File: src/hdl/mih_pkg.sv
// Package: register map, fields and timing of the interrupt handler
package mih_pkg;
   localparam int NUM_SRC = 17;
   localparam logic [11:0] ADDR_ENABLE = 12'h000;
   localparam logic [11:0] ADDR_ENABLE_EXT = 12'h004;
   localparam logic [11:0] ADDR_PRIO = 12'h008;
   localparam logic [11:0] ADDR_PRIO_EXT = 12'h00c;
   localparam logic [11:0] ADDR_TIMER_CTRL = 12'h010;
   localparam logic [11:0] ADDR_EXT_CFG = 12'h014;
   localparam logic [11:0] ADDR_PENDING = 12'h018;
   localparam logic [11:0] ADDR_STATUS = 12'h01c;
   localparam logic [11:0] ADDR_MASK = 12'h020;
   localparam logic [11:0] ADDR_VECTOR = 12'h024;
   localparam int GLOBAL_EN_BIT = 7;
   localparam int EXT0_EDGE_BIT = 0;
   localparam int EXT0_FLAG_BIT = 1;
   localparam int EXT1_EDGE_BIT = 2;
   localparam int EXT1_FLAG_BIT = 3;
   localparam int EXT0_POL_BIT = 3;
   localparam int EXT1_POL_BIT = 7;
   localparam int SRC_EXT0 = 0;
   localparam int SRC_EXT1 = 2;
   localparam logic [7:0] RESET_BYTE = 8'h00;
   localparam logic [15:0] VECTOR_BASE = 16'h0003;
   localparam logic [15:0] VECTOR_STEP = 16'h0008;
   localparam int DETECT_CYCLES = 1;
   localparam int CALL_CYCLES = 5;
   localparam logic [1:0] ST_TAKEN_BIT = 2'd0;
   localparam logic [1:0] ST_RETURN_BIT = 2'd1;
   typedef struct packed {
      logic valid;
      logic high;
      logic [4:0] src;
   } mih_req_type;
endpackage

File: src/hdl/mih_top.sv
// Interrupt handler: pending flags, enables, priority decode and CPU vectoring
// Operation
// - Source event sets its pending flag regardless of enable state.
// - Enabled pending source raises request; CPU long-calls its vector after instruction.
// - Return restores the interrupted flow; the level stack pops.
// - Disabled sources never raise requests.
// - Global enable bit 7 gates every per-source enable.
// - Only external edge flags clear on vectoring; level external flags follow the pin, others wait for software.
// - Flag still set after return re-requests after one more instruction.
// - Software writing one to a flag requests like hardware.
// - Seventeen sources, each with a low or high priority bit.
// - Sense bit picks edge or level; polarity bit picks active level.
// - Config register selects the watched pin, sampled without driving it.
// - External flags sit at bits 1 and 3 of timer control.
// - Edge external flags clear by hardware on vectoring.
// - Level external flags mirror the active state of the pin.
// - High preempts low, nothing preempts high, fixed order breaks ties.
// - Decode every cycle; vector issued after detect plus five call cycles.
// - Equal or higher running level blocks until return plus one instruction.
`timescale 1ns/1ns
`default_nettype none
module mih_top (
   input wire logic CLK,
   input wire logic RESET_N,
   input wire logic CLK_EN,
   input wire logic PSEL,
   input wire logic PENABLE,
   input wire logic PWRITE,
   input wire logic [11:0] PADDR,
   input wire logic [31:0] PWDATA,
   output logic PREADY,
   output logic PSLVERR,
   output logic [31:0] PRDATA,
   input wire logic [16:0] SRC_EVENT,
   input wire logic [7:0] PORT_PINS,
   input wire logic INSTR_DONE,
   input wire logic RETURN_DONE,
   output logic CALL_REQ,
   output logic [15:0] CALL_VECTOR,
   output logic IRQ
);
   localparam int N = mih_pkg::NUM_SRC;
   logic [N-1:0] pend_reg, pend_next, en_reg, prio_reg;
   logic global_reg;
   logic [3:0] tctl_reg;
   logic [7:0] cfg_reg;
   logic [1:0] level_reg;
   logic [1:0] ext_prev_reg;
   logic call_reg;
   logic [2:0] call_cnt_reg;
   logic [4:0] call_src_reg;
   logic call_high_reg;
   logic [15:0] vec_reg;
   logic block_reg;
   logic [1:0] sts_reg, mask_reg;
   logic [31:0] rdata_reg;
   logic [31:0] rd_mux;
   mih_pkg::mih_req_type req;
   ////////////////////////////////////////////////////////////////////
   // Bus decode
   wire wr = PSEL && PENABLE && PWRITE;
   // Read data captured in setup so it stands through the access phase
   wire rd_setup = PSEL && !PENABLE && !PWRITE;
   wire [11:0] a = PADDR;
   wire hit = a == mih_pkg::ADDR_ENABLE || a == mih_pkg::ADDR_ENABLE_EXT || a == mih_pkg::ADDR_PRIO
      || a == mih_pkg::ADDR_PRIO_EXT || a == mih_pkg::ADDR_TIMER_CTRL || a == mih_pkg::ADDR_EXT_CFG
      || a == mih_pkg::ADDR_PENDING || a == mih_pkg::ADDR_STATUS || a == mih_pkg::ADDR_MASK
      || a == mih_pkg::ADDR_VECTOR;
   wire wr_en = wr && a == mih_pkg::ADDR_ENABLE;
   wire wr_enx = wr && a == mih_pkg::ADDR_ENABLE_EXT;
   wire wr_pr = wr && a == mih_pkg::ADDR_PRIO;
   wire wr_prx = wr && a == mih_pkg::ADDR_PRIO_EXT;
   wire wr_tc = wr && a == mih_pkg::ADDR_TIMER_CTRL;
   wire wr_cfg = wr && a == mih_pkg::ADDR_EXT_CFG;
   wire wr_pend = wr && a == mih_pkg::ADDR_PENDING;
   wire wr_sts = wr && a == mih_pkg::ADDR_STATUS;
   wire wr_mask = wr && a == mih_pkg::ADDR_MASK;
   assign PREADY = 1'b1;
   assign PSLVERR = PSEL && PENABLE && !hit;
   assign PRDATA = rdata_reg;
   ////////////////////////////////////////////////////////////////////
   // External inputs
   // Pin select is read-only sampling; nothing here drives a pin
   wire [2:0] sel0 = cfg_reg[2:0];
   wire [2:0] sel1 = cfg_reg[6:4];
   wire pol0 = cfg_reg[mih_pkg::EXT0_POL_BIT];
   wire pol1 = cfg_reg[mih_pkg::EXT1_POL_BIT];
   wire edge0 = tctl_reg[mih_pkg::EXT0_EDGE_BIT];
   wire edge1 = tctl_reg[mih_pkg::EXT1_EDGE_BIT];
   wire act0 = PORT_PINS[sel0] == pol0;
   wire act1 = PORT_PINS[sel1] == pol1;
   wire [1:0] ext_act = {act1, act0};
   wire [1:0] ext_rise = ext_act & ~ext_prev_reg;
   wire [1:0] ext_edge = {edge1, edge0};
   wire [1:0] ext_set = ext_edge & ext_rise;
   ////////////////////////////////////////////////////////////////////
   // Priority decode, every cycle
   wire [N-1:0] live = pend_reg & en_reg & {N{global_reg}};
   wire [N-1:0] live_hi = live & prio_reg;
   // Lowest index wins within a level
   always_comb begin
      req = '0;
      for (int i = N - 1; i >= 0; i--) begin
         if (live[i]) begin
            req.valid = 1'b1;
            req.src = 5'(i);
            req.high = 1'b0;
         end
      end
      for (int i = N - 1; i >= 0; i--) begin
         if (live_hi[i]) begin
            req.valid = 1'b1;
            req.src = 5'(i);
            req.high = 1'b1;
         end
      end
   end
   wire running_low = level_reg[0];
   wire running_high = level_reg[1];
   wire allowed = req.valid && !running_high && (!running_low || req.high);
   wire start = allowed && INSTR_DONE && !call_reg && !block_reg;
   wire call_last = call_reg && call_cnt_reg == 3'(mih_pkg::CALL_CYCLES - 1);
   wire [15:0] vec_calc = mih_pkg::VECTOR_BASE + 16'(req.src) * mih_pkg::VECTOR_STEP;
   ////////////////////////////////////////////////////////////////////
   // Pending flags
   always_comb begin
      pend_next = pend_reg;
      if (wr_pend) pend_next = pend_reg | PWDATA[N-1:0];
      if (wr_tc) begin
         pend_next[mih_pkg::SRC_EXT0] = PWDATA[mih_pkg::EXT0_FLAG_BIT];
         pend_next[mih_pkg::SRC_EXT1] = PWDATA[mih_pkg::EXT1_FLAG_BIT];
      end
      if (wr_pend) begin
         for (int i = 0; i < N; i++) if (!PWDATA[i] && PWDATA[31]) pend_next[i] = 1'b0;
      end
      if (call_last && call_src_reg == 5'(mih_pkg::SRC_EXT0) && edge0) pend_next[mih_pkg::SRC_EXT0] = 1'b0;
      if (call_last && call_src_reg == 5'(mih_pkg::SRC_EXT1) && edge1) pend_next[mih_pkg::SRC_EXT1] = 1'b0;
      pend_next = pend_next | SRC_EVENT;
      if (ext_set[0]) pend_next[mih_pkg::SRC_EXT0] = 1'b1;
      if (ext_set[1]) pend_next[mih_pkg::SRC_EXT1] = 1'b1;
      if (!edge0) pend_next[mih_pkg::SRC_EXT0] = act0;
      if (!edge1) pend_next[mih_pkg::SRC_EXT1] = act1;
   end
   ////////////////////////////////////////////////////////////////////
   // Registers
   always_ff @(posedge CLK or negedge RESET_N) begin
      if (!RESET_N) begin
         pend_reg <= '0;
         en_reg <= '0;
         prio_reg <= '0;
         global_reg <= 1'b0;
         tctl_reg <= '0;
         cfg_reg <= mih_pkg::RESET_BYTE;
         ext_prev_reg <= '0;
         sts_reg <= '0;
         mask_reg <= '0;
         rdata_reg <= '0;
      end else if (CLK_EN) begin
         pend_reg <= pend_next;
         ext_prev_reg <= ext_act;
         if (wr_en) {global_reg, en_reg[6:0]} <= PWDATA[7:0];
         if (wr_enx) en_reg[N-1:7] <= PWDATA[N-8:0];
         if (wr_pr) prio_reg[6:0] <= PWDATA[6:0];
         if (wr_prx) prio_reg[N-1:7] <= PWDATA[N-8:0];
         if (wr_tc) begin
            tctl_reg[mih_pkg::EXT0_EDGE_BIT] <= PWDATA[mih_pkg::EXT0_EDGE_BIT];
            tctl_reg[mih_pkg::EXT1_EDGE_BIT] <= PWDATA[mih_pkg::EXT1_EDGE_BIT];
         end
         if (wr_cfg) cfg_reg <= PWDATA[7:0];
         // Hardware set wins over write-one clear
         sts_reg <= (sts_reg & ~(wr_sts ? PWDATA[1:0] : 2'b00)) | {RETURN_DONE, start};
         if (wr_mask) mask_reg <= PWDATA[1:0];
         if (rd_setup) rdata_reg <= rd_mux;
      end
   end
   always_comb begin
      rd_mux = '0;
      unique case (a)
         mih_pkg::ADDR_ENABLE: rd_mux[7:0] = {global_reg, en_reg[6:0]};
         mih_pkg::ADDR_ENABLE_EXT: rd_mux[N-8:0] = en_reg[N-1:7];
         mih_pkg::ADDR_PRIO: rd_mux[6:0] = prio_reg[6:0];
         mih_pkg::ADDR_PRIO_EXT: rd_mux[N-8:0] = prio_reg[N-1:7];
         mih_pkg::ADDR_TIMER_CTRL: rd_mux[3:0] = {pend_reg[mih_pkg::SRC_EXT1], tctl_reg[2],
            pend_reg[mih_pkg::SRC_EXT0], tctl_reg[0]};
         mih_pkg::ADDR_EXT_CFG: rd_mux[7:0] = cfg_reg;
         mih_pkg::ADDR_PENDING: rd_mux[N-1:0] = pend_reg;
         mih_pkg::ADDR_STATUS: rd_mux[1:0] = sts_reg;
         mih_pkg::ADDR_MASK: rd_mux[1:0] = mask_reg;
         mih_pkg::ADDR_VECTOR: rd_mux[15:0] = vec_reg;
         default: rd_mux = '0;
      endcase
   end
   assign IRQ = |(sts_reg & mask_reg);
   ////////////////////////////////////////////////////////////////////
   // Vectoring sequencer and running level stack
   always_ff @(posedge CLK or negedge RESET_N) begin
      if (!RESET_N) begin
         call_reg <= 1'b0;
         call_cnt_reg <= '0;
         call_src_reg <= '0;
         call_high_reg <= 1'b0;
         vec_reg <= '0;
         level_reg <= '0;
         block_reg <= 1'b0;
      end else if (CLK_EN) begin
         if (start) begin
            call_reg <= 1'b1;
            call_cnt_reg <= '0;
            call_src_reg <= req.src;
            call_high_reg <= req.high;
            vec_reg <= vec_calc;
         end else if (call_last) begin
            call_reg <= 1'b0;
            if (call_high_reg) level_reg[1] <= 1'b1;
            else level_reg[0] <= 1'b1;
         end else if (call_reg) begin
            call_cnt_reg <= call_cnt_reg + 3'd1;
         end
         if (RETURN_DONE && !call_reg) begin
            if (level_reg[1]) level_reg[1] <= 1'b0;
            else level_reg[0] <= 1'b0;
            block_reg <= 1'b1;
         end else if (INSTR_DONE) begin
            block_reg <= 1'b0;
         end
      end
   end
   assign CALL_REQ = call_last;
   assign CALL_VECTOR = vec_reg;
   ////////////////////////////////////////////////////////////////////
   // Checks
   a_call_after_five: assert property (@(posedge CLK) disable iff (!RESET_N)
      (start && CLK_EN) ##1 CLK_EN [*4] |=> CALL_REQ)
      else $error("call not issued five cycles after detect");
   a_call_once: assert property (@(posedge CLK) disable iff (!RESET_N)
      (CALL_REQ && CLK_EN) |=> !CALL_REQ)
      else $error("call pulse longer than one cycle");
   a_vector_match: assert property (@(posedge CLK) disable iff (!RESET_N)
      CALL_REQ |-> CALL_VECTOR == mih_pkg::VECTOR_BASE + 16'(call_src_reg) * mih_pkg::VECTOR_STEP)
      else $error("vector does not match source");
   a_vector_stable: assert property (@(posedge CLK) disable iff (!RESET_N)
      (CLK_EN && call_reg) |=> $stable(CALL_VECTOR))
      else $error("vector moved during call");
   a_request_raised: assert property (@(posedge CLK) disable iff (!RESET_N)
      (CLK_EN && INSTR_DONE && req.valid && level_reg == 2'b00 && !call_reg && !block_reg) |=> call_reg)
      else $error("enabled pending source not taken");
   a_no_global_req: assert property (@(posedge CLK) disable iff (!RESET_N)
      !global_reg |-> !start)
      else $error("request started with global enable off");
   a_global_gates: assert property (@(posedge CLK) disable iff (!RESET_N)
      !global_reg |-> !req.valid)
      else $error("request raised with global enable off");
   a_disabled_ignored: assert property (@(posedge CLK) disable iff (!RESET_N)
      start |-> en_reg[req.src] && pend_reg[req.src])
      else $error("disabled source started");
   a_high_not_pre: assert property (@(posedge CLK) disable iff (!RESET_N)
      level_reg[1] |-> !start)
      else $error("high routine preempted");
   a_low_no_pre: assert property (@(posedge CLK) disable iff (!RESET_N)
      (level_reg[0] && start) |-> req.high)
      else $error("low routine preempted by equal level");
   a_high_first: assert property (@(posedge CLK) disable iff (!RESET_N)
      (start && live_hi != '0) |-> req.high && live_hi[req.src])
      else $error("low source chosen over high");
   a_return_pops: assert property (@(posedge CLK) disable iff (!RESET_N)
      (CLK_EN && RETURN_DONE && !call_reg && level_reg != 2'b00) |=> level_reg != $past(level_reg))
      else $error("return left running level in place");
   a_block_after_ret: assert property (@(posedge CLK) disable iff (!RESET_N)
      (RETURN_DONE && !call_reg && CLK_EN) |=> !start)
      else $error("vectored without one instruction");
   a_block_released: assert property (@(posedge CLK) disable iff (!RESET_N)
      (CLK_EN && block_reg && INSTR_DONE && !RETURN_DONE) |=> !block_reg)
      else $error("return hold not released");
   a_soft_flag_kept: assert property (@(posedge CLK) disable iff (!RESET_N)
      (CLK_EN && call_last && !wr_pend) |=> ($past(pend_reg[N-1:3]) & ~pend_reg[N-1:3]) == '0)
      else $error("software flag cleared by vectoring");
   a_soft_clear: assert property (@(posedge CLK) disable iff (!RESET_N)
      (CLK_EN && wr_pend && PWDATA[31] && !PWDATA[4] && !SRC_EVENT[4]) |=> !pend_reg[4])
      else $error("software clear lost");
   a_soft_set: assert property (@(posedge CLK) disable iff (!RESET_N)
      (CLK_EN && wr_pend && PWDATA[4]) |=> pend_reg[4])
      else $error("software set lost");
   a_event_sets: assert property (@(posedge CLK) disable iff (!RESET_N)
      (CLK_EN && SRC_EVENT[4]) |=> pend_reg[4])
      else $error("event lost");
   a_edge_sets: assert property (@(posedge CLK) disable iff (!RESET_N)
      (CLK_EN && edge0 && act0 && !ext_prev_reg[0]) |=> pend_reg[mih_pkg::SRC_EXT0])
      else $error("active edge not captured");
   a_edge_cleared: assert property (@(posedge CLK) disable iff (!RESET_N)
      (CLK_EN && call_last && call_src_reg == 5'(mih_pkg::SRC_EXT0) && edge0 && !ext_set[0] && !SRC_EVENT[0]
      && !wr_pend) |=> !pend_reg[mih_pkg::SRC_EXT0]) else $error("edge flag not cleared");
   a_level_mirror: assert property (@(posedge CLK) disable iff (!RESET_N)
      (CLK_EN && !edge0) |=> pend_reg[mih_pkg::SRC_EXT0] == $past(act0))
      else $error("level flag not mirrored");
   a_level_mirror_one: assert property (@(posedge CLK) disable iff (!RESET_N)
      (CLK_EN && !edge1) |=> pend_reg[mih_pkg::SRC_EXT1] == $past(act1))
      else $error("level flag one not mirrored");
   a_timer_flags: assert property (@(posedge CLK) disable iff (!RESET_N)
      (CLK_EN && rd_setup && a == mih_pkg::ADDR_TIMER_CTRL) |=>
      PRDATA[mih_pkg::EXT0_FLAG_BIT] == $past(pend_reg[mih_pkg::SRC_EXT0])
      && PRDATA[mih_pkg::EXT1_FLAG_BIT] == $past(pend_reg[mih_pkg::SRC_EXT1])) else $error("flag bits misplaced");
endmodule
`default_nettype wire

File: config.mk
export PLATFORM = sky130hd
export DESIGN_NAME = mih_top
export DESIGN_NICKNAME = d
export VERILOG_FILES = /design/src/hdl/mih_pkg.sv /design/src/hdl/mih_top.sv
export SDC_FILE = /design/constraint.sdc
export NUM_CORES = 1
export LEC_CHECK = 0
export ABC_AREA = 1
export BUFFER_PORTS_ARGS = -buffer_cell sky130_fd_sc_hd__buf_2
export CORE_UTILIZATION = 55
export CTS_CLUSTER_DIAMETER = 200
export CTS_CLUSTER_SIZE = 16
export DETAILED_ROUTE_END_ITERATION = 16
export PLACE_DENSITY_LB_ADDON = 0.12
export SYNTH_ARGS = -nofsm -noshare
export SYNTH_HDL_FRONTEND = slang
export SYNTH_SLANG_ARGS = --single-unit
File: constraint.sdc
create_clock -name CLK -period 2.38 [get_ports CLK]
set_input_delay 0.357 -clock CLK [delete_from_list [all_inputs] [get_ports CLK]]
set_output_delay 0.357 -clock CLK [all_outputs]
set_load 0.005 [all_outputs]
==> summary.md, run 1 <==
| Metric | Value |
|---|---|
| Outcome | `complete, but fails checks` |
| Number of iterations in the first detailed-routing pass | `8` |
| Total power divided by cell area | `445 mW/mm^2` |
| Floorplan die area | `0.0108 sq mm` |
| Portion of the post-synthesis area used by sequential elements | `43.4%` |
| Minimum setup slack in the final design | `-0.0608 ns` |
| Worst setup SP type | `flop` |
| Type of element capturing the critical path | `flop` |
| Number of primary I/O pins | `129` |
| Failing checks | `setup timing` |
| Share of final-layout standard cells stronger than drive strength 1 | `21.3%` |
| Worst reg2reg path depth | `34` |
| Maximum fanout along the worst path | `7` |
| Antenna violations before repair | `0` |
| Library cell occupying the most area in the post-synthesis netlist | `sky130_fd_sc_hd__dfrtp_1` |
| Gr ovfl total | `0` |
| Unrepaired setup endpoints after global routing | `true` |
| FFs w/ async S/R, synth | `100%` |
| Summed instance area of the synthesized netlist | `0.00571 sq mm` |
| Vias in the first global route | `5,691` |
| Top_reg_cell synth | `sky130_fd_sc_hd__dfrtp_1` |
| Count of yosys warnings during synthesis | `0` |
| Max-slew violation count | `0` |
| Avg WL per Cell | `17.2 um` |
| Leakage power | `3.33 nW` |
| Via-to-Cell Ratio | `5.56` |
| Final critical-path share of the clock period | `103%` |
| Synth-to-layout area growth | `18.3%` |
| Overall Global Routing Usage | `34.9%` |
| Post-DRT Antenna Nets | `0` |
| Post-Syn Area per Cell | `7.41 sq um` |
| Number of buffers on the longest clock path | `2` |
| Maximum vdd drop | `0.330 mV` |
| Final WL | `17,800 um` |
| Transition time of the tightest slew-check pin | `1.01 ns` |
| Cell with the most instances after synthesis | `sky130_fd_sc_hd__nand2_1` |
| Utilization of the core after routing | `68.2%` |
| Wire length of the first global-routing pass | `29,000 um` |
| Post-Route Setup TNS | `-0.0608 ns` |
| GR Layer Usage met2 | `54.0%` |
| Die height | `104 um` |
| Initial Utilization | `57.7%` |
| Max-cap check violation count | `0` |
| Critical path required time | `2.64 ns` |
| Clock insertion delay at the later pin of the skew report | `0.38 ns` |
| Category of the critical setup timing path | `flop to flop` |
| NumNets Final | `974` |
| Top area cells in the synthesized netlist | `sky130_fd_sc_hd__dfrtp_1 43%, sky130_fd_sc_hd__nand2_1 11%, sky130_fd_sc_hd__o21ai_0 9.4%` |
| Area share of the largest cell type after synthesis | `43.4%` |
| Final hold violations | `0` |
| Top post-synthesis cells by count | `165 x sky130_fd_sc_hd__nand2_1, 126 x sky130_fd_sc_hd__inv_1, 107 x sky130_fd_sc_hd__o21ai_0` |
| Vias | `5,746` |
| Last weighted congestion value of the routability-driven placer | `0.980` |
| CTS tree | `done` |
| GRT busiest layer | `met2` |
| Met1 usage | `46.6%` |
| Slowest cell on crit path | `sky130_fd_sc_hd__dfrtp_2` |
| Clock-pin transition on the worst setup and hold timing paths | `0.09 ns` |
| Number of remaining DRC errors | `0` |
| Distinct cells, synth | `42` |
| Number of flops mapped to enable cells by yosys | `0` |
| Count of input and output buffers | `89` |
| CORE AREA | `0.00991 sq mm` |
| Most prevalent standard cell on the critical path | `sky130_fd_sc_hd__nand2_1` |
| Fmax | `410 MHz` |
| Gate count after technology mapping | `771` |
| Master cell of the clock root buffer | `sky130_fd_sc_hd__clkbuf_8` |
| FF+latch count, synth | `99` |
| Delay of the slowest cell on the worst path | `0.48 ns` |
| Critical path arrival | `2.70 ns` |
| Met3 track demand over resource | `7.46%` |
| Slew headroom | `30.9%` |
| Sinks on the clock net | `99` |
| Starting DRC count in detailed routing | `500` |
| Rows | `36` |
| Deepest level of the CTS H-tree | `3` |
| Hold WC Path Type | `input pin to asynchronous set/reset pin` |
| Maximum number of pins on one net before global-route repair | `52` |
| Post-detailed-placement half-perimeter wirelength | `13,800 um` |
| Die X | `104 um` |
| Clock tree skew after final layout | `0.0133 ns` |
| Number of buffers added by the clock tree synthesis step | `9` |
| Antenna Cells | `0` |
| Final Setup Violations | `1` |
| Tmin final | `2.44 ns` |
==> where the power goes <==
| part | internal, W | switching (W) |
|---|---|---|
| registers | 0.00170 | 0.0000156 |
| logic | 0.0000808 | 0.000154 |
| clock network | 0.000442 | 0.000616 |
| total | 0.00222 | 0.000786 |
==> stage by stage <==
| stage | hold slack (ns) | std cells | cell area, sq um | total power, W | setup slack [ns] |
|---|---|---|---|---|---|
| floorplan | 0.0614 | 794 | 5800 | 0.00186 | 0.255 |
| global placement | 0.436 | 1016 | 6520 | 0.00196 | 0.0214 |
| detailed placement | 0.451 | 1016 | 6520 | 0.00197 | -0.0428 |
| CTS | 0.0373 | 1032 | 6720 | 0.00301 | -0.0231 |
| global route | 0.0709 | 1033 | 6760 | 0.00311 | -0.419 |
| finish | 0.00821 | 1033 | 6760 | 0.00301 | -0.0608 |
==> path summary, 6_finish.rpt <==
check | slack [ns] | endpoint | from
setup / recovery | -0.06 | call_src_reg[0] | global_reg
hold / removal | 0.008 | prio_reg[13] | RESET_N
setup reg to reg | -0.06 | call_src_reg[0] | global_reg
hold reg to reg | 0.49 | PRDATA[1] | PRDATA[1]
max in group asynchronous | 1.66 | edge0 | RESET_N
min in group CLK | 0.21 | pend_reg[6] | SRC_EVENT[6]
==> area by class of cell <==
type | instances | area [sq um]
sequential | 99 | 2480
tap | 133 | 166
fill | 885 | 3150
clock inverter | 5 | 35.0
clock buffer | 11 | 151
multi-input combinational | 510 | 2560
timing repair buffer | 136 | 838
inverter | 139 | 524
==> logic make-up (layout without fill, tap and decap cells) <==
group           count (synthesis)  after routing  share of synthesized area (%)
simple gates                  306            306                           23.8
buf+inv                       185            291                           14.1
compound gates                172            172                           17.3
flops                          99             99                           43.4
xor+xnor                        3              3                          0.460
fa+ha+maj                       2              2                          0.438
other cells                     2             25                          0.131
mux                             2              2                          0.350
==> critical path, delay by kind of cell, from the launching register on <==
family,cells,cell delay [ns]
flip-flops,1,0.48
AND/OR/NAND/NOR,34,1.82
==> repair_timing <==
item / in CTS / in global routing
gates resized for setup: 5 / 7
pin swaps: 1 / 5
buffers inserted: 0 / 1
hold buffers: 0 / 0
endpoints found under the setup margin: 2 / 13
==> cell usage in the layout (no fill, tap or decap), types with 11 or more instances in the layout <==
cell type                  netlist  routed
sky130_fd_sc_hd__o22ai_1        22      22
sky130_fd_sc_hd__nor3_1         19      17
sky130_fd_sc_hd__inv_2          12      12
sky130_fd_sc_hd__conb_1          2      25
sky130_fd_sc_hd__buf_2           0      88
sky130_fd_sc_hd__buf_4          26      45
sky130_fd_sc_hd__clkbuf_8        0      11
sky130_fd_sc_hd__o21ai_0       107     107
sky130_fd_sc_hd__o31ai_1        11      11
sky130_fd_sc_hd__nand2_1       165     164
sky130_fd_sc_hd__inv_1         126     126
sky130_fd_sc_hd__dfrtp_1        99      98
sky130_fd_sc_hd__nand3_1        23      22
sky130_fd_sc_hd__nor2_1         67      65
==> per-layer routing <==
| metal | vias to the layer above | wire [um] |
|---|---|---|
| met4 | 0 | 650 |
| met5 | - | 0 |
| met1 | 2669 | 7420 |
| li1 | 2701 | - |
| met3 | 55 | 1670 |
| met2 | 321 | 8050 |
No activity file was read; power rests on OpenSTA's default activity.
==> run 2: changes to the inputs <==
--- a/config.mk
+++ b/config.mk
@@ -7,7 +7,9 @@
 export LEC_CHECK = 0
 export ABC_AREA = 1
 export BUFFER_PORTS_ARGS = -buffer_cell sky130_fd_sc_hd__buf_2
-export CORE_UTILIZATION = 55
+export CELL_PAD_IN_SITES_DETAIL_PLACEMENT = 0
+export CELL_PAD_IN_SITES_GLOBAL_PLACEMENT = 1
+export CORE_UTILIZATION = 39
 export CTS_CLUSTER_DIAMETER = 200
 export CTS_CLUSTER_SIZE = 16
 export DETAILED_ROUTE_END_ITERATION = 16
==> run 2 against run 1 <==
  * The flow now finishes without violations
  * Sequential cell count stayed put
  * Fmax is 4.3% higher
  * Clock power is 57% higher
  * Cell area is 4.7% higher
  * Non-clock buffer count is 16 higher
  * Setup slack better by 0.10 ns
  * Combinational power hardly changed
  * Critical path depth is 21 lower
  * Routed wire length is 4.7% higher
  * First-iteration DRC count is 18% lower
  * Sequential power hardly changed
  * Via count is 2.9% lower
  * Highest routed layer unchanged
==> summary.md, run 2 (synthesis results as in run 1) <==
| Metric | Value |
|---|---|
| Vias in the first global route | `5,049` |
| Worst hold path startpoint | `SRC_EVENT[11]` |
| Minimum setup slack in the final design | `0.0392 ns` |
| Type of element capturing the critical path | `flop` |
| CORE AREA | `0.0141 sq mm` |
| Number of buffers added by the clock tree synthesis step | `9` |
| Met3 track demand over resource | `4.61%` |
| Maximum number of pins on one net before global-route repair | `47` |
| Worst setup SP type | `flop` |
| Number of remaining DRC errors | `0` |
| Sinks on the clock net | `99` |
| Number of primary I/O pins | `129` |
| Last weighted congestion value of the routability-driven placer | `0.887` |
| Deepest level of the CTS H-tree | `3` |
| Outcome | `completed` |
| Share of final-layout standard cells stronger than drive strength 1 | `22.5%` |
| Die height | `123 um` |
| Category of the critical setup timing path | `flop to flop` |
| Final hold violations | `0` |
| Critical path required time | `2.62 ns` |
| Maximum fanout along the worst path | `10` |
| Number of buffers on the longest clock path | `2` |
| Gr ovfl total | `0` |
| NumNets Final | `990` |
| CTS tree | `done` |
| Commonest non-fill, non-tap cell in the layout | `sky130_fd_sc_hd__nand2_1` |
| Transition time of the tightest slew-check pin | `0.831 ns` |
| Hold WC Path Type | `input pin to flop` |
| Initial Utilization | `40.5%` |
| Post-detailed-placement half-perimeter wirelength | `14,800 um` |
| Reg-to-reg slack, setup | `0.04 ns` |
| Worst Hold Depth | `3` |
| Floorplan die area | `0.0151 sq mm` |
| Total power divided by cell area | `510 mW/mm^2` |
| Count of input and output buffers | `89` |
| Clock-pin transition on the worst setup and hold timing paths | `0.08 ns` |
| Avg WL per Cell | `17.0 um` |
| Setup Fix Bufs, Post-CTS | `0` |
| Worst reg2reg path depth | `13` |
| Max-cap check violation count | `0` |
| Startpoint of the lowest-slack register-to-register path | `global_reg` |
| Leading cell types in the layout, fill and taps excluded | `165 x sky130_fd_sc_hd__nand2_1, 125 x sky130_fd_sc_hd__inv_1, 107 x sky130_fd_sc_hd__o21ai_0` |
| Via-to-Cell Ratio | `5.09` |
| Critical path arrival | `2.58 ns` |
| Number of iterations in the first detailed-routing pass | `5` |
| Die X | `123 um` |
| Slew headroom | `43.2%` |
| Final Hold Slack | `0.234 ns` |
| Final Setup Violations | `0` |
| Capturing point of the worst reg2reg path | `call_src_reg[1]` |
| Worst slack at placement | `-0.0405 ns` |
| Final critical-path share of the clock period | `98.4%` |
| Clock tree skew after final layout | `0.0139 ns` |
| Overall Global Routing Usage | `25.7%` |
| Final WL | `18,600 um` |
| GRT busiest layer | `met2` |
| Leakage power | `3.47 nW` |
| Wire length of the first global-routing pass | `28,100 um` |
| Master cell of the clock root buffer | `sky130_fd_sc_hd__clkbuf_16` |
| Max-slew violation count | `0` |
| Fmax | `427 MHz` |
| Clock insertion delay at the later pin of the skew report | `0.37 ns` |
| Post-Route Setup TNS | `0 ns` |
| Synth-to-layout area growth | `23.8%` |
| Met1 usage | `36.8%` |
| Placed cell area | `0.00668 sq mm` |
| Post-DRT Antenna Nets | `0` |
| GR Layer Usage met2 | `39.4%` |
| Capture endpoint of the worst hold path | `pend_reg[11]` |
| Antenna Cells | `0` |
| Rows | `43` |
| Utilization of the core after routing | `50.2%` |
| Maximum vdd drop | `0.346 mV` |
| Antenna violations before repair | `1` |
| Unrepaired setup endpoints after global routing | `true` |
| Tmin final | `2.34 ns` |
| Post-Layout Inst Area | `0.00707 sq mm` |
| Starting DRC count in detailed routing | `409` |
| Vias | `5,580` |
## run 2: repair_timing
action / in CTS / in global routing
setup endpoints to repair: 5 / 13
hold buffers: 1 / 0
hold endpoints to repair: 28 / 0
resized for setup: 3 / 10
pin swaps: 0 / 1
## run 2: final cells by class
class | count | area, sq um
clock buffers | 9 | 225
clock inverters | 7 | 106
flip-flops and latches | 99 | 2480
repair buffers | 152 | 948
multi-input cells | 510 | 2560
inverters | 139 | 529
fillers | 1447 | 7020
well taps | 180 | 225
## run 2: layer usage
| metal | share of wire, % | vias up |
|---|---|---|
| li1 | - | 2729 |
| met1 | 47 | 2641 |
| met2 | 45 | 182 |
| met3 | 6.4 | 28 |
| met4 | 2.0 | 0 |
| met5 | 0 | - |
## run 2: worst max path at each step
stage | from | to | slack, ns | depth (start not counted)
after global routing | global_reg | call_src_reg[0] | -0.22 | 34
after global placement | PADDR[9] | pend_reg[0] | -0.08 | 13
after CTS | global_reg | call_src_reg[1] | 0.002 | 13
after floorplan | PADDR[7] | PSLVERR | 0.25 | 10
final | global_reg | call_src_reg[1] | 0.04 | 13
after detailed placement | global_reg | call_src_reg[0] | -0.04 | 14
## run 2: worst max-delay path, cell delays in order (launching register included)
cell                      delay (ns)
sky130_fd_sc_hd__dfrtp_2        0.46
sky130_fd_sc_hd__inv_4          0.14
sky130_fd_sc_hd__buf_4          0.16
sky130_fd_sc_hd__nor3_4         0.04
sky130_fd_sc_hd__inv_2          0.08
sky130_fd_sc_hd__nand2_1        0.07
sky130_fd_sc_hd__or4_1          0.48
sky130_fd_sc_hd__inv_1          0.09
sky130_fd_sc_hd__nand4_1        0.16
sky130_fd_sc_hd__nand4_2        0.15
sky130_fd_sc_hd__nor2_4         0.06
sky130_fd_sc_hd__buf_12         0.15
sky130_fd_sc_hd__nand3_1        0.09
sky130_fd_sc_hd__o21ai_0        0.09
## run 2: stage by stage
step | std cells | total power (W)
6_report | 1096 | 0.00361
5_1_grt | 1096 | 0.00373
4_1_cts | 1096 | 0.00364
3_5_place_dp | 1079 | 0.00198
3_3_place_gp | 1079 | 0.00198
2_1_floorplan | 794 | 0.00186
## run 2: power breakdown
group	total, W	switching [W]	internal [W]	leakage (nW)
clock	0.00166	0.000717	0.000941	0.156
combinational	0.000238	0.000154	0.0000838	2.06
sequential	0.00172	0.0000173	0.00170	1.25
total	0.00361	0.000889	0.00272	3.47
==> run 3: changes to the inputs <==
--- a/config.mk
+++ b/config.mk
@@ -5,11 +5,10 @@
 export SDC_FILE = /design/constraint.sdc
 export NUM_CORES = 1
 export LEC_CHECK = 0
-export ABC_AREA = 1
 export BUFFER_PORTS_ARGS = -buffer_cell sky130_fd_sc_hd__buf_2
 export CELL_PAD_IN_SITES_DETAIL_PLACEMENT = 0
 export CELL_PAD_IN_SITES_GLOBAL_PLACEMENT = 1
-export CORE_UTILIZATION = 39
+export CORE_UTILIZATION = 42
 export CTS_CLUSTER_DIAMETER = 200
 export CTS_CLUSTER_SIZE = 16
 export DETAILED_ROUTE_END_ITERATION = 16
==> run 3 against run 2 <==
  * Final cell count decreased by 18%
  * Largest cell class unchanged
  * Total power grew 4.0%
  * Routed wire length fell by 3.9%
==> summary.md, run 3 <==
| Metric | Value |
|---|---|
| Number of iterations in the first detailed-routing pass | `5` |
| Max-slew violation count | `0` |
| Sequential standard cell area | `0.00248 sq mm` |
| Master cell of the clock root buffer | `sky130_fd_sc_hd__clkbuf_16` |
| Slew headroom | `55.3%` |
| CTS tree | `done` |
| Portion of the post-synthesis area used by sequential elements | `43.1%` |
| Summed instance area of the synthesized netlist | `0.00574 sq mm` |
| Final critical-path share of the clock period | `99.8%` |
| Post-DRT Antenna Nets | `0` |
| Top area cells in the synthesized netlist | `sky130_fd_sc_hd__dfrtp_1 43%, sky130_fd_sc_hd__mux2_2 9.6%, sky130_fd_sc_hd__nand2_1 5.0%` |
| FFs w/ async S/R, synth | `100%` |
| Via-to-Cell Ratio | `5.65` |
| Worst reg2reg path depth | `9` |
| Critical path required time | `2.62 ns` |
| Top post-synthesis cells by count | `99 x sky130_fd_sc_hd__dfrtp_1, 76 x sky130_fd_sc_hd__nand2_1, 51 x sky130_fd_sc_hd__nor2_1` |
| Final Hold Slack | `0.0245 ns` |
| Final hold violations | `0` |
| Post-detailed-placement half-perimeter wirelength | `14,000 um` |
| Gate count after technology mapping | `583` |
| NumNets Final | `802` |
| Maximum number of pins on one net before global-route repair | `51` |
| Number of flops mapped to enable cells by yosys | `0` |
| WP buf/inv | `2` |
| Count of yosys warnings during synthesis | `0` |
| Leakage power | `3.46 nW` |
| Capturing point of the worst reg2reg path | `call_src_reg[1]` |
| Tmin final | `2.38 ns` |
| Most prevalent standard cell on the critical path | `sky130_fd_sc_hd__buf_4` |
| Number of buffers added by the clock tree synthesis step | `9` |
| FF+latch count, synth | `99` |
| Critical path arrival | `2.61 ns` |
| Antenna Cells | `0` |
| Top_reg_cell synth | `sky130_fd_sc_hd__dfrtp_1` |
| Total routed wire length on the met1 layer | `8580 um` |
| Distinct cells, synth | `66` |
| Vias | `5,107` |
| Commonest non-fill, non-tap cell in the layout | `sky130_fd_sc_hd__dfrtp_1` |
| Category of the critical setup timing path | `flop to flop` |
| Type of element capturing the critical path | `flop` |
| Utilization of the core after routing | `53.6%` |
| Maximum vdd drop | `0.458 mV` |
| Die X | `119 um` |
| Wire length of the first global-routing pass | `28,000 um` |
| Number of cells after detailed placement | `885` |
| CORE AREA | `0.0133 sq mm` |
| Floorplan die area | `0.0141 sq mm` |
| Share of final-layout standard cells stronger than drive strength 1 | `34.3%` |
| Clock tree skew after final layout | `0.00762 ns` |
| Area occupied by multi-input gates | `0.00308 sq mm` |
| Total power divided by cell area | `527 mW/mm^2` |
| Hold WC Path Type | `input pin to asynchronous set/reset pin` |
| Library cell occupying the most area in the post-synthesis netlist | `sky130_fd_sc_hd__dfrtp_1` |
| Met2 wire len | `8300 um` |
| Deepest level of the CTS H-tree | `3` |
| Layout fillers | `1,236` |
| Number of primary I/O pins | `129` |
| Cell with the most instances after synthesis | `sky130_fd_sc_hd__dfrtp_1` |
| Antenna violations before repair | `0` |
| Worst slack at placement | `-0.162 ns` |
| Transition time of the tightest slew-check pin | `0.671 ns` |
| Count of input and output buffers | `89` |
| Post-Syn Area per Cell | `9.85 sq um` |
| Startpoint of the lowest-slack register-to-register path | `en_reg[14]` |
| Unrepaired setup endpoints after global routing | `true` |
| Reg-to-reg slack, setup | `0.004 ns` |
| Minimum setup slack in the final design | `0.00387 ns` |
| Vias in the first global route | `4,912` |
| Die height | `119 um` |
| Initial Utilization | `43.2%` |
| Outcome | `completed` |
| Slowest cell on crit path | `sky130_fd_sc_hd__dfrtp_1` |
| Area share of the largest cell type after synthesis | `43.1%` |
| Maximum fanout along the worst path | `5` |
| Top layer reached by signal wires | `met4` |
| Gr ovfl total | `0` |
| Delay of the slowest cell on the worst path | `0.38 ns` |
| Clock insertion delay at the later pin of the skew report | `0.36 ns` |
| Final Setup Violations | `0` |
| Clock-pin transition on the worst setup and hold timing paths | `0.07 ns` |
| Rows | `42` |
| Number of buffers on the longest clock path | `2` |
| Max-cap check violation count | `0` |
| Avg WL per Cell | `19.8 um` |
| Hold buffer count at cts | `0` |
| Cells traversed along the worst timing path | `a22o_1 > o31ai_2 > nand3_1 > nor4b_2 > buf_4 > nand2b_4 > o211ai_1 > buf_4 > mux2_4` |
| Number of remaining DRC errors | `0` |
| Worst setup SP type | `flop` |
| Last weighted congestion value of the routability-driven placer | `0.908` |
| Synth-to-layout area growth | `24.1%` |
| Overall Global Routing Usage | `26.3%` |
| Leading cell types in the layout, fill and taps excluded | `99 x sky130_fd_sc_hd__dfrtp_1, 88 x sky130_fd_sc_hd__buf_2, 76 x sky130_fd_sc_hd__nand2_1` |
| Fmax | `421 MHz` |
| Largest delay contributor family on the critical path | `compound AO/OA/AOI/OAI gates` |
| Met3 layer wire length in the routed design | `808 um` |
| Starting DRC count in detailed routing | `373` |
| Layout Cells excl Fill | `904` |
| Sinks on the clock net | `99` |
| Final WL | `17,900 um` |
-- run 3: cell types whose count changed after synthesis, sizes merged, moves of 10 or more --
cell   delta
nand2    -90
a21oi    +32
and3     +10
o21ai    -93
nor3     -22
nor2     -22
mux2     +52
o22ai    -20
inv     -133
nand4    +11
o22a     +16
-- run 3: per-layer routing --
| metal | vias up | GRT usage, % |
|---|---|---|
| li1 | 2379 | - |
| met1 | 2563 | 38.4 |
| met2 | 149 | 41.2 |
| met3 | 16 | 3.30 |
| met4 | 0 | 6.96 |
| met5 | - | 0 |
-- run 3: how the worst max path moves through the flow --
stage	start	to	slack, ns	depth (start not counted)
after floorplan	PADDR[9]	en_reg[10]	0.007	7
after global placement	pend_reg[14]	call_src_reg[0]	-0.19	8
after detailed placement	pend_reg[14]	call_src_reg[0]	-0.16	8
after CTS	pend_reg[14]	call_src_reg[1]	0.04	9
after global routing	en_reg[14]	call_src_reg[1]	-0.08	9
final	en_reg[14]	call_src_reg[1]	0.004	9
-- run 3: layout make-up --
type | count | area share (%)
Tap cell | 176 | 3.09
Inverter | 5 | 0.263
Timing Repair Buffer | 158 | 14.4
Clock buffer | 10 | 3.35
Multi-Input combinational cell | 450 | 43.2
Sequential cell | 99 | 34.8
Clock inverter | 6 | 0.878
-- run 3: cells by family (layout without fill, tap and decap cells) --
group	after synthesis	after routing	share of synthesized area [%]
compound gates	128	128	15.1
xor+xnor	4	4	0.610
fa+ha+maj	2	2	0.436
buf+inv	57	179	5.62
flops	99	99	43.1
mux	67	67	14.8
other cells	2	25	0.131
simple gates	224	224	20.2
-- run 3: repair_timing --
| item | 4_1_cts | 5_1_grt |
|---|---|---|
| setup endpoints to repair | 12 | 6 |
| pin swaps | 0 | 4 |
| gates resized for setup | 2 | 7 |
| buffers inserted | 2 | 1 |
-- run 3: where the power goes --
part           switching (W)  internal [W]  total, W
clock               0.000649      0.000843   0.00149
combinational       0.000250      0.000192  0.000443
sequential         0.0000713       0.00175   0.00182
total               0.000971       0.00279   0.00376
-- run 3: through the flow --
step | area, sq um | TNS [ns] | power (W)
2_1_floorplan | 5840 | 0 | 0.00205
3_3_place_gp | 6770 | -2.83 | 0.00228
3_5_place_dp | 6770 | -2.92 | 0.00229
4_1_cts | 7100 | 0 | 0.00378
5_1_grt | 7130 | -0.324 | 0.00390
6_report | 7130 | 0 | 0.00376
